--- src/hdl/lcg_regs.svh ---
// Register offsets, field positions and reset values of the logic cell input stage
`ifndef LCG_REGS_SVH
`define LCG_REGS_SVH

// Word indexes on the register bus; byte address is four times the index
`define LCG_IDX_CTRL       4'h0
`define LCG_IDX_POL        4'h1
`define LCG_IDX_SEL0       4'h2
`define LCG_IDX_SEL3       4'h5
`define LCG_IDX_GLS0       4'h6
`define LCG_IDX_GLS3       4'h9

// Control register fields
`define LCG_CTRL_EN_BIT    7
`define LCG_CTRL_OUT_BIT   5
`define LCG_CTRL_MODE_HI   2
`define LCG_CTRL_MODE_LO   0

// Polarity register fields
`define LCG_POL_OUT_BIT    7
`define LCG_POL_GATE_HI    3
`define LCG_POL_GATE_LO    0

// Data select field
`define LCG_SEL_HI         5
`define LCG_SEL_LO         0

// Sizes
`define LCG_NUM_CH         4
`define LCG_NUM_GATE       4
`define LCG_SEL_W          6
`define LCG_GLS_W          8
`define LCG_SRC_W          64
`define LCG_REG_W          8
`define LCG_DATA_W         32

// Gate-select layout: each channel owns a pair of bits, inverted form below true form
`define LCG_GLS_STRIDE     2
`define LCG_GLS_TRUE_OFS   1
`define LCG_GLS_INV_OFS    0

// Byte lane that carries every register
`define LCG_BE_LANE0       0

// Waitrequest level while the slave answers
`define LCG_ACK_WAIT       1'h0

// Reset values of fields cleared by every reset
`define LCG_RST_EN         1'h0
`define LCG_RST_MODE       3'h0
`define LCG_RST_OUT_INV    1'h0
`define LCG_RST_READDATA   32'h0000_0000
`define LCG_RST_WAIT       1'h1
`define LCG_RST_CELL       1'h0

`endif

--- src/hdl/lcg_pkg.sv ---
// Types shared by the logic cell input stage and its logic core
package lcg_pkg;

    typedef enum logic [2:0] {
        LCG_FN_AND_OR  = 3'h0,
        LCG_FN_OR_XOR  = 3'h1,
        LCG_FN_AND4    = 3'h2,
        LCG_FN_SR      = 3'h3,
        LCG_FN_DFF_SR  = 3'h4,
        LCG_FN_DFF2_R  = 3'h5,
        LCG_FN_JK_R    = 3'h6,
        LCG_FN_LATCH   = 3'h7
    } lcg_fn_e;

    typedef enum logic [1:0] {
        LCG_BUS_IDLE = 2'h1,
        LCG_BUS_ACK  = 2'h2
    } lcg_bus_e;

    typedef logic [3:0] lcg_gate_t;

    typedef struct packed {
        logic q;
        logic clk_prev;
    } lcg_core_s;

    typedef struct packed {
        logic             en;
        lcg_fn_e          mode;
        logic             out_inv;
        lcg_gate_t        gate_inv;
        logic [3:0][5:0]  ch_src;
        logic [3:0][7:0]  gate_terms;
        lcg_bus_e         bus;
        logic             wait_req;
        logic [31:0]      rdata;
        logic             cell_out;
    } lcg_top_s;

endpackage

--- src/hdl/lcg_cfg_if.sv ---
// Signals between the input stage and the logic core
`timescale 1ns/100ps
interface lcg_cfg_if;
    lcg_pkg::lcg_gate_t gate;
    lcg_pkg::lcg_fn_e   mode;
    logic               enable;
    logic               result;

    modport stage (output gate, output mode, output enable, input result);
    modport core  (input gate, input mode, input enable, output result);
endinterface

--- src/hdl/lcg_core.sv ---
// Logic function core fed by the four polarity-adjusted gates
`timescale 1ns/100ps
module lcg_core (
    input  wire logic  clk_i,     // System clock
    input  wire logic  rst_n_i,   // Synchronous reset, active low
    lcg_cfg_if.core    cfg        // Gates, function and result
);
    lcg_pkg::lcg_core_s st_q;
    lcg_pkg::lcg_core_s st_d;
    logic               clk_rise;
    logic               comb_out;

    always_comb begin
        st_d          = st_q;
        st_d.clk_prev = cfg.gate[0];
        clk_rise      = cfg.gate[0] & ~st_q.clk_prev;
        comb_out      = 1'b0;
        case (cfg.mode)
            lcg_pkg::LCG_FN_AND_OR: begin
                comb_out = (cfg.gate[0] & cfg.gate[1]) | (cfg.gate[2] & cfg.gate[3]);
            end
            lcg_pkg::LCG_FN_OR_XOR: begin
                comb_out = (cfg.gate[0] | cfg.gate[1]) ^ (cfg.gate[2] | cfg.gate[3]);
            end
            lcg_pkg::LCG_FN_AND4: begin
                comb_out = &cfg.gate;
            end
            lcg_pkg::LCG_FN_SR: begin
                if (cfg.gate[2] | cfg.gate[3]) begin
                    st_d.q = 1'b0;
                end else if (cfg.gate[0] | cfg.gate[1]) begin
                    st_d.q = 1'b1;
                end
            end
            lcg_pkg::LCG_FN_DFF_SR: begin
                if (cfg.gate[2]) begin
                    st_d.q = 1'b0;
                end else if (cfg.gate[3]) begin
                    st_d.q = 1'b1;
                end else if (clk_rise) begin
                    st_d.q = cfg.gate[1];
                end
            end
            lcg_pkg::LCG_FN_DFF2_R: begin
                if (cfg.gate[2]) begin
                    st_d.q = 1'b0;
                end else if (clk_rise) begin
                    st_d.q = cfg.gate[1] & cfg.gate[3];
                end
            end
            lcg_pkg::LCG_FN_JK_R: begin
                if (cfg.gate[2]) begin
                    st_d.q = 1'b0;
                end else if (clk_rise) begin
                    st_d.q = (cfg.gate[1] & ~st_q.q) | (~cfg.gate[3] & st_q.q);
                end
            end
            lcg_pkg::LCG_FN_LATCH: begin
                if (cfg.gate[2]) begin
                    st_d.q = 1'b0;
                end else if (cfg.gate[3]) begin
                    st_d.q = 1'b1;
                end else if (cfg.gate[0]) begin
                    st_d.q = cfg.gate[1];
                end
            end
            default: begin
                comb_out = 1'b0;
            end
        endcase
        // Storage is emptied while the cell is off so it restarts clean
        if (!cfg.enable || !rst_n_i) begin
            st_d = '0;
        end
    end

    always_comb begin
        case (cfg.mode)
            lcg_pkg::LCG_FN_AND_OR,
            lcg_pkg::LCG_FN_OR_XOR,
            lcg_pkg::LCG_FN_AND4: cfg.result = comb_out;
            default:              cfg.result = st_d.q;
        endcase
    end

    always_ff @(posedge clk_i) begin
        st_q <= st_d;
    end
endmodule

--- src/hdl/lcg_top.sv ---
// Configurable logic cell: source select, gating, polarity and register slave
`timescale 1ns/100ps
`include "lcg_regs.svh"
module lcg_top (
    input  wire logic                       REF_CLK_I,              // System clock, 20 MHz
    input  wire logic                       RESET_N_I,              // Synchronous reset, low
    input  wire logic [3:0]                 AVS_ADDRESS_I,          // Word index
    input  wire logic                       AVS_READ_I,             // Read request
    input  wire logic                       AVS_WRITE_I,            // Write request
    input  wire logic [`LCG_DATA_W-1:0]     AVS_WRITEDATA_I,        // Write data
    input  wire logic [3:0]                 AVS_BYTEENABLE_I,       // Byte lanes
    output logic      [`LCG_DATA_W-1:0]     AVS_READDATA_O,         // Read data
    output logic                            AVS_WAITREQUEST_O,      // Stall
    input  wire logic [`LCG_SRC_W-1:0]      SRC_I,                  // Candidate sources
    output logic                            CELL_OUTPUT_O           // Cell output
);

    // Whole state of the input stage and its bus slave
    lcg_pkg::lcg_top_s         st_q;
    lcg_pkg::lcg_top_s         st_d;

    // Selected data channels and the four gate outputs
    logic [`LCG_NUM_CH-1:0]    ch_val;
    lcg_pkg::lcg_gate_t        gate_raw;
    lcg_pkg::lcg_gate_t        gate_adj;

    // Bus qualifiers and the pin value before its flip-flop
    logic                      bus_req;
    logic                      wr_hit;
    logic [`LCG_REG_W-1:0]     wr_byte;
    logic                      cell_pre;

    lcg_cfg_if                 cfg_bus ();

    // True when a word index falls inside a bank of registers
    function automatic logic in_range(
        input logic [3:0] idx,
        input logic [3:0] first,
        input logic [3:0] last
    );
        return (idx >= first) && (idx <= last);
    endfunction

    // Position of a register inside its bank
    function automatic logic [1:0] bank_slot(
        input logic [3:0] idx,
        input logic [3:0] first
    );
        logic [3:0] diff;
        diff = idx - first;
        return diff[1:0];
    endfunction

    // Bank decoders shared by the read and write paths
    function automatic logic is_ctrl(input logic [3:0] idx);
        return idx == `LCG_IDX_CTRL;
    endfunction

    function automatic logic is_pol(input logic [3:0] idx);
        return idx == `LCG_IDX_POL;
    endfunction

    function automatic logic is_sel(input logic [3:0] idx);
        return in_range(idx, `LCG_IDX_SEL0, `LCG_IDX_SEL3);
    endfunction

    function automatic logic is_gls(input logic [3:0] idx);
        return in_range(idx, `LCG_IDX_GLS0, `LCG_IDX_GLS3);
    endfunction

    // True and inverted form of every channel,
    // laid out in the same bit order as a gate-select register
    function automatic logic [`LCG_GLS_W-1:0] term_avail(input logic [`LCG_NUM_CH-1:0] ch);
        logic [`LCG_GLS_W-1:0] avail;
        avail = '0;
        for (int k = 0; k < `LCG_NUM_CH; k++) begin
            avail[`LCG_GLS_STRIDE*k+`LCG_GLS_TRUE_OFS] = ch[k];
            avail[`LCG_GLS_STRIDE*k+`LCG_GLS_INV_OFS]  = ~ch[k];
        end
        return avail;
    endfunction

    // One gate: OR of the admitted terms; a cleared bit masks its term
    function automatic logic gate_or(
        input logic [`LCG_GLS_W-1:0]  terms,
        input logic [`LCG_NUM_CH-1:0] ch
    );
        return |(terms & term_avail(ch));
    endfunction

    // Cell pin value: output polarity applied, forced low while disabled
    function automatic logic cell_drive(
        input logic en,
        input logic result,
        input logic inv
    );
        return en & (result ^ inv);
    endfunction

    // Control register image: enable, live output status and function;
    // interrupt enables are not kept, there is no interrupt logic here
    function automatic logic [`LCG_REG_W-1:0] read_ctrl(input lcg_pkg::lcg_top_s s);
        logic [`LCG_REG_W-1:0] b;
        b = '0;
        b[`LCG_CTRL_EN_BIT] = s.en;
        b[`LCG_CTRL_OUT_BIT] = s.cell_out;
        b[`LCG_CTRL_MODE_HI:`LCG_CTRL_MODE_LO] = s.mode;
        return b;
    endfunction

    // Polarity register image; bits between the fields stay zero
    function automatic logic [`LCG_REG_W-1:0] read_pol(input lcg_pkg::lcg_top_s s);
        logic [`LCG_REG_W-1:0] b;
        b = '0;
        b[`LCG_POL_OUT_BIT] = s.out_inv;
        b[`LCG_POL_GATE_HI:`LCG_POL_GATE_LO] = s.gate_inv;
        return b;
    endfunction

    // Data select image; the two top bits stay zero
    function automatic logic [`LCG_REG_W-1:0] read_sel(
        input lcg_pkg::lcg_top_s s,
        input logic [1:0]        slot
    );
        logic [`LCG_REG_W-1:0] b;
        b = '0;
        b[`LCG_SEL_HI:`LCG_SEL_LO] = s.ch_src[slot];
        return b;
    endfunction

    // Gate-select image; all eight bits are implemented
    function automatic logic [`LCG_REG_W-1:0] read_gls(
        input lcg_pkg::lcg_top_s s,
        input logic [1:0]        slot
    );
        return s.gate_terms[slot];
    endfunction

    // Read data for one word index;
    // unmapped indexes and the upper byte lanes read zero
    function automatic logic [`LCG_DATA_W-1:0] reg_read(
        input lcg_pkg::lcg_top_s s,
        input logic [3:0]        idx
    );
        logic [`LCG_REG_W-1:0] b;
        b = '0;
        if (is_ctrl(idx)) begin
            b = read_ctrl(s);
        end else if (is_pol(idx)) begin
            b = read_pol(s);
        end else if (is_sel(idx)) begin
            b = read_sel(s, bank_slot(idx, `LCG_IDX_SEL0));
        end else if (is_gls(idx)) begin
            b = read_gls(s, bank_slot(idx, `LCG_IDX_GLS0));
        end
        return {{(`LCG_DATA_W-`LCG_REG_W){1'b0}}, b};
    endfunction

    // Control write: enable and function field
    function automatic lcg_pkg::lcg_top_s write_ctrl(
        input lcg_pkg::lcg_top_s     s,
        input logic [`LCG_REG_W-1:0] b
    );
        lcg_pkg::lcg_top_s n;
        n      = s;
        n.en   = b[`LCG_CTRL_EN_BIT];
        n.mode = lcg_pkg::lcg_fn_e'(b[`LCG_CTRL_MODE_HI:`LCG_CTRL_MODE_LO]);
        return n;
    endfunction

    // Polarity write: output polarity and the four gate polarities
    function automatic lcg_pkg::lcg_top_s write_pol(
        input lcg_pkg::lcg_top_s     s,
        input logic [`LCG_REG_W-1:0] b
    );
        lcg_pkg::lcg_top_s n;
        n          = s;
        n.out_inv  = b[`LCG_POL_OUT_BIT];
        n.gate_inv = b[`LCG_POL_GATE_HI:`LCG_POL_GATE_LO];
        return n;
    endfunction

    // Data select write; only the six low bits are kept
    function automatic lcg_pkg::lcg_top_s write_sel(
        input lcg_pkg::lcg_top_s     s,
        input logic [1:0]            slot,
        input logic [`LCG_REG_W-1:0] b
    );
        lcg_pkg::lcg_top_s n;
        n              = s;
        n.ch_src[slot] = b[`LCG_SEL_HI:`LCG_SEL_LO];
        return n;
    endfunction

    // Gate-select write; every bit admits one term
    function automatic lcg_pkg::lcg_top_s write_gls(
        input lcg_pkg::lcg_top_s     s,
        input logic [1:0]            slot,
        input logic [`LCG_REG_W-1:0] b
    );
        lcg_pkg::lcg_top_s n;
        n                  = s;
        n.gate_terms[slot] = b;
        return n;
    endfunction

    // Register image after a write of one byte to one word index;
    // writes to unmapped indexes are dropped
    function automatic lcg_pkg::lcg_top_s reg_write(
        input lcg_pkg::lcg_top_s     s,
        input logic [3:0]            idx,
        input logic [`LCG_REG_W-1:0] b
    );
        lcg_pkg::lcg_top_s n;
        n = s;
        if (is_ctrl(idx)) begin
            n = write_ctrl(s, b);
        end else if (is_pol(idx)) begin
            n = write_pol(s, b);
        end else if (is_sel(idx)) begin
            n = write_sel(s, bank_slot(idx, `LCG_IDX_SEL0), b);
        end else if (is_gls(idx)) begin
            n = write_gls(s, bank_slot(idx, `LCG_IDX_GLS0), b);
        end
        return n;
    endfunction

    // Every reset clears control, output polarity and the bus slave;
    // selections and gate polarities keep their value
    function automatic lcg_pkg::lcg_top_s apply_reset(input lcg_pkg::lcg_top_s s);
        lcg_pkg::lcg_top_s n;
        n          = s;
        n.en       = `LCG_RST_EN;
        n.mode     = lcg_pkg::lcg_fn_e'(`LCG_RST_MODE);
        n.out_inv  = `LCG_RST_OUT_INV;
        n.bus      = lcg_pkg::LCG_BUS_IDLE;
        n.wait_req = `LCG_RST_WAIT;
        n.rdata    = `LCG_RST_READDATA;
        n.cell_out = `LCG_RST_CELL;
        return n;
    endfunction

    // Bus handshake: one wait state, then the answer stands for one cycle;
    // read data are captured from the registers as they stand at the request
    function automatic lcg_pkg::lcg_top_s bus_step(
        input lcg_pkg::lcg_top_s s,
        input logic              req,
        input logic              rd,
        input logic [3:0]        idx
    );
        lcg_pkg::lcg_top_s n;
        n = s;
        case (s.bus)
            lcg_pkg::LCG_BUS_IDLE: begin
                if (req) begin
                    n.bus      = lcg_pkg::LCG_BUS_ACK;
                    n.wait_req = `LCG_ACK_WAIT;
                    if (rd) begin
                        n.rdata = reg_read(s, idx);
                    end
                end
            end
            lcg_pkg::LCG_BUS_ACK: begin
                n.bus      = lcg_pkg::LCG_BUS_IDLE;
                n.wait_req = `LCG_RST_WAIT;
                n.rdata    = `LCG_RST_READDATA;
            end
            default: begin
                n.bus      = lcg_pkg::LCG_BUS_IDLE;
                n.wait_req = `LCG_RST_WAIT;
                n.rdata    = `LCG_RST_READDATA;
            end
        endcase
        return n;
    endfunction

    // Each data channel picks one of the candidate sources
    for (genvar c = 0; c < `LCG_NUM_CH; c++) begin : g_chan
        assign ch_val[c] = SRC_I[st_q.ch_src[c]];
    end

    // Gate outputs, each with its own polarity
    for (genvar g = 0; g < `LCG_NUM_GATE; g++) begin : g_gate
        assign gate_raw[g] = gate_or(st_q.gate_terms[g], ch_val);
        assign gate_adj[g] = gate_raw[g] ^ st_q.gate_inv[g];
    end

    // Logic function core
    assign cfg_bus.gate   = gate_adj;
    assign cfg_bus.mode   = st_q.mode;
    assign cfg_bus.enable = st_q.en;

    lcg_core i_core (
        .clk_i   (REF_CLK_I),
        .rst_n_i (RESET_N_I),
        .cfg     (cfg_bus)
    );

    // Output polarity sits after the core
    assign cell_pre = cell_drive(st_q.en, cfg_bus.result, st_q.out_inv);

    assign bus_req = AVS_READ_I || AVS_WRITE_I;
    assign wr_byte = AVS_WRITEDATA_I[`LCG_REG_W-1:0];

    // Write lands only at the edge where waitrequest is seen low
    assign wr_hit = (st_q.bus == lcg_pkg::LCG_BUS_ACK) && AVS_WRITE_I
        && AVS_BYTEENABLE_I[`LCG_BE_LANE0];

    // Next state: bus handshake, register writes, output and reset
    always_comb begin
        st_d = bus_step(st_q, bus_req, AVS_READ_I, AVS_ADDRESS_I);
        // Register update from an accepted write
        if (wr_hit) begin
            st_d = reg_write(st_d, AVS_ADDRESS_I, wr_byte);
        end
        // Pin value follows the configuration one cycle later
        st_d.cell_out = cell_pre;
        // Synchronous reset overrides only the fields that reset clears
        if (!RESET_N_I) begin
            st_d = apply_reset(st_d);
        end
    end

    always_ff @(posedge REF_CLK_I) begin
        st_q <= st_d;
    end

    assign AVS_READDATA_O    = st_q.rdata;
    assign AVS_WAITREQUEST_O = st_q.wait_req;
    assign CELL_OUTPUT_O     = st_q.cell_out;
endmodule

--- config.mk ---
export PLATFORM = sky130hd
export DESIGN_NAME = lcg_top
export DESIGN_NICKNAME = d
export VERILOG_FILES = /design/src/hdl/lcg_pkg.sv /design/src/hdl/lcg_cfg_if.sv /design/src/hdl/lcg_core.sv /design/src/hdl/lcg_top.sv
export VERILOG_INCLUDE_DIRS = /design/src /design/src/hdl
export SDC_FILE = /design/constraint.sdc
export NUM_CORES = 1
export LEC_CHECK = 0
export ABC_CLOCK_PERIOD_IN_PS = 3600
export BUFFER_PORTS_ARGS = -buffer_cell sky130_fd_sc_hd__buf_2
export CORE_MARGIN = 5
export CORE_UTILIZATION = 50
export CTS_CLUSTER_DIAMETER = 200
export DETAILED_ROUTE_END_ITERATION = 8
export PLACE_DENSITY = 0.8
export RECOVER_POWER = 25
export SETUP_SLACK_MARGIN = 0.3
export SLEW_MARGIN = 15
export SYNTH_ARGS = -nofsm -noshare
export SYNTH_HDL_FRONTEND = slang
export SYNTH_SLANG_ARGS = --single-unit
--- constraint.sdc ---
create_clock -name REF_CLK_I -period 3.6 [get_ports REF_CLK_I]
set_input_delay 0.36 -clock REF_CLK_I [delete_from_list [all_inputs] [get_ports REF_CLK_I]]
set_output_delay 0.36 -clock REF_CLK_I [all_outputs]
set_load 0.05 [all_outputs]
# == Word level (Yosys, flattened, before mapping) ==
# Index checks and enable logic that the tools add are counted.
# word_totals
out_inout_bits,34
word_cells,137
register_bits,103
# classes
magnitude_cmp,12
mux,46
n_eq_ne,10
add_sub_neg,2
reduce_logical,20
bitwise_logic,29
# op_table
op,n
$mux W101,1
$mux W97,1
$mux W96,1
$mux W92,1
$mux W35,2
$mux W68,1
$mux W8,6
$and A8 B8 Y8,4
$bwmux W32,1
$mux W32,1
$reduce_or A8 Y1,4
$lt A6 B7 Y1 const B,4
$bmux W1 S6,4
$bwmux W24,1
$mux W1,17
$bmux W8 S2,1
$demux W8 S2,1
$bmux W6 S2,1
$demux W6 S2,1
$eq A3 B3 Y1 const B,4
$mux W6,2
$not A1 Y1,8
$and A1 B1 Y1,7
$eq A3 B2 Y1 const B,2
other kinds (25),43

# == Logic depth before layout (Yosys ltp) ==
# logic_depth
word_depth,16
ltp_mapped,16

# == Cells and area by module ==
# A second synthesis with hierarchy kept.
# unflattened
cells_unflattened,519
hier_area_um2,6120.9
# by_module_without_submodules
module,seq_area_each_um2,area_per_inst_um2,cells_each,instances
lcg_top,2122.0,5853.1,478,1
lcg_core,40.0,267.8,41,1

# == Worst setup path before layout ==
# No wires, ideal clock.
# synth_timing
path_type,flip-flop to flip-flop
from,reg with a tool-made name
to,"reg st_q, in the netlist CELL_OUTPUT_O"
path_buffers,3
arrival_time_ps,3661
setup_ps,72
period_less_slack_ps,3732
stages_incl_launch_ff,17
path_slack_ps,-132
cell_sequence,edfxtp_1 -> buf_2 -> buf_2 -> buf_2 -> mux2i_1 -> a22oi_1 -> nand3_1 -> a21oi_1 -> o32ai_1 -> nor2_1 -> mux2_2 -> o21ai_0 -> a21oi_1 -> o311ai_0 -> a31oi_1 -> a21oi_1 -> mux2i_1
# synth_lines
element,line_no,source
end signal: assignment,lcg_top.sv:325,st_q <= st_d;
end: declaration,lcg_top.sv:19,lcg_pkg::lcg_top_s st_q;

==> summary.md <==
| Metric | Value |
|---|---|
| Crit path max fanout | `4` |
| WL/cell | `about 21 um` |
| CP Class | `register to register` |
| Yosys warns | `0` |
| Area growth, synth to finish | `24.8%` |
| Hpwl dp | `around 16,000 um` |
| Top_reg_cell synth | `edfxtp_1` |
| IO Port Bufs | `90` |
| Final hold vios | `0` |
| Antenna viol nets, final | `0` |
| Grt total ovfl | `0` |
| Top-level port count | `approximately 140` |
| Core area | `12,600 um^2` |
| Area contributors post-synth | `edfxtp_1, mux2i_1, mux4_2` |
| Most frequent CP cell | `a21o_1` |
| CP endpoint kind | `register` |
| First-pass GRT wire length | `about 32,000 um` |
| Max-slew violations | `0` |
| Clock latency on the worst-skew pair | `0.33 ns` |
| Row cnt | `41` |
| Clock transition at path regs | `~0.06 ns` |
| Critical path's slowest cell | `mux4_2` |
| Post-layout util | `between 60% and 70%` |
| Hold Path Class | `input pin to register` |
| Synthesized area per cell | `slightly above 10 um^2` |
| CTS tree | `yes` |
| Commonest cells post-synth | `mux2i_1, edfxtp_1, a22oi_1` |
| Vias post-DR | `5,984` |
| Initial antenna violation count | `1` |
| Die height | `123 um` |
| Vias per cell | `6.21` |
| Power per cell area | `between 200 and 300 nW/um^2` |
| CTS Buf Count | `9` |
| Post-synth EDFFs | `60` |
| Fin crit share | `111%` |
| Initial core utilization | `approximately 50%` |
| Fmax | `around 250 MHz` |
| Critical Path RT | `3.82 ns` |
| Pleak | `3.34 nW` |
| CP Cell Sequence | `buf_12, mux4_2, and3_4, nor4_2, a31oi_1, a21o_1, mux2_4, or4_4, or3_4, and3b_4, a21o_1, a32oi_2, a21bo_2, a21oi_2` |
| Top-count cell post-synth | `mux2i_1` |
| Asr flop ratio synth | `0%` |
| DRT Pass-1 Iters | `7` |
| Synth area leader | `edfxtp_1` |
| Post-route clock skew | `0.00801 ns` |
| Setup-failing EPs final | `2` |
| Slowest stage delay, CP | `0.50 ns` |
| Period minus WS final | `between 3 and 4 ns` |
| Synth Instances | `621` |
| Placement Setup Slack | `-0.385 ns` |
| Post-DP Area | `about 7600 um^2` |
| Longest Clk Path Bufs | `2` |
| Synth top area share | `~28%` |
| Slew headroom | `a little over two fifths` |
| Setup TNS | `-0.785 ns` |
| Remaining DRCs | `0` |
| TritonCTS Sinks | `between 70 and 80` |
| CP startpoint kind | `register` |
| Post-Syn Area | `between 6000 and 7000 um^2` |
| Max Cap Viol | `0` |
| Failing checks | `negative setup slack` |
| Placer Congestion | `approximately 0.97` |
| Share of cells above drive strength 1 | `33.9%` |
| Vias in the first global route | `6,076` |
| Distinct cell type count after synthesis | `65` |
| #FFs+latches synth | `78` |
| Die Wd | `about 120 um` |
| Fin worst setup slack | `-0.394 ns` |
| Full die area | `about 15,000 um^2` |
| Sequential element share of the synthesized area | `between 30% and 40%` |
| Status | `complete, but fails checks` |
| Final Routed Wirelength | `between 20,000 and 25,000 um` |
| Final #Nets | `~900` |
| Fill cells | `~1,000` |
| Root Buffer | `clkbuf_16` |
| All-Layer GR Usage | `between 20% and 30%` |
| Initial detailed-routing violation count | `just under 600` |
| Max H-tree Level | `3` |
| RSZ-0062 raised after global routing | `yes` |
| Largest net degree at the start of global routing | `34` |
| Worst-margin pin slew | `~0.84 ns` |
| CP Data Arrival Time | `between 4 and 5 ns` |
| Final Instance Area | `7980 um^2` |
| Peak VDD IR | `335 uV` |
-- worst max-delay path: cells and delay by family (launching register included) --
kind,cells,cell delay (ns)
AND/OR/NAND/NOR,5,1.41
AO/OA/AOI/OAI,6,1.05
multiplexers,2,0.81
flip-flops,1,0.46
buffers and inverters,1,0.15
-- kinds of logic after synthesis --
logic type	share of synthesized area, %
multiplexers	29.5
AND/OR/NAND/NOR	12.7
other	0.0587
XOR/XNOR	0.137
flip-flops	33.8
AO/OA/AOI/OAI	16.5
buffers and inverters	7.31
-- metrics by stage --
step	total power, mW	hold WS, ns	cells
finish	2.23	0.301	964
global route	2.31	0.302	964
CTS	2.23	0.239	962
detailed placement	1.37	0.453	942
global placement	1.36	0.447	942
floorplan	1.23	0.432	644
-- path summary, 6_finish.rpt --
check,slack (ns),to,depth (start not counted),from
hold / removal,0.30,register,1,AVS_WRITEDATA_I[6]
setup / recovery,-0.39,i_core.st_q[1]$_DFF_P_,14,register
setup reg to reg,-0.39,i_core.st_q[1]$_DFF_P_,14,register
hold reg to reg,0.48,AVS_READDATA_O[7]$_SDFFE_PN0P_,2,AVS_READDATA_O[7]$_SDFFE_PN0P_
-- report_power, final --
group | leakage, nW | internal [mW] | total (mW) | switching (mW)
sequential | 0.685 | 0.975 | 0.979 | 0.00423
combinational | 2.51 | 0.146 | 0.381 | 0.234
clock | 0.143 | 0.531 | 0.868 | 0.337
total | 3.34 | 1.65 | 2.23 | 0.575
-- layout by cell type (no fill, tap or decap), types with 14 or more instances in the layout --
cell / count
o21ai_0: 14
nor2b_1: 18
edfxtp_1: 60
a21oi_1: 22
nor2_1: 39
conb_1: 24
mux4_2: 28
nand2_1: 35
dfxtp_1: 18
buf_2: 84
inv_1: 16
buf_4: 102
a22oi_1: 50
mux2i_1: 116
-- routing by layer --
layer | global-route usage [%] | up-vias | wire length [um]
met2 | 46.5 | 371 | 9960
met1 | 34.6 | 2843 | 7920
met3 | 4.48 | 66 | 1970
met4 | 11.6 | 0 | 806
li1 | - | 2704 | -
met5 | 0 | - | 0
-- cell type report --
class	instances	area, um^2	share of cell area, %
clock inverters	7	65.1	0.816
clock buffers	9	225	2.82
well taps	172	215	2.70
inverters	16	60.1	0.753
flip-flops and latches	78	2160	27.1
multi-input cells	482	3910	49.0
diodes	1	2.50	0.0314
repair buffers	199	1340	16.8
-- timing repair --
action	CTS	global route
pin swaps	9	8
resized for setup	4	9
buffers inserted	4	1
cloned	0	0
setup endpoints to repair	3	3
hold buffers	0	0
(Power assumes the default switching activity.)
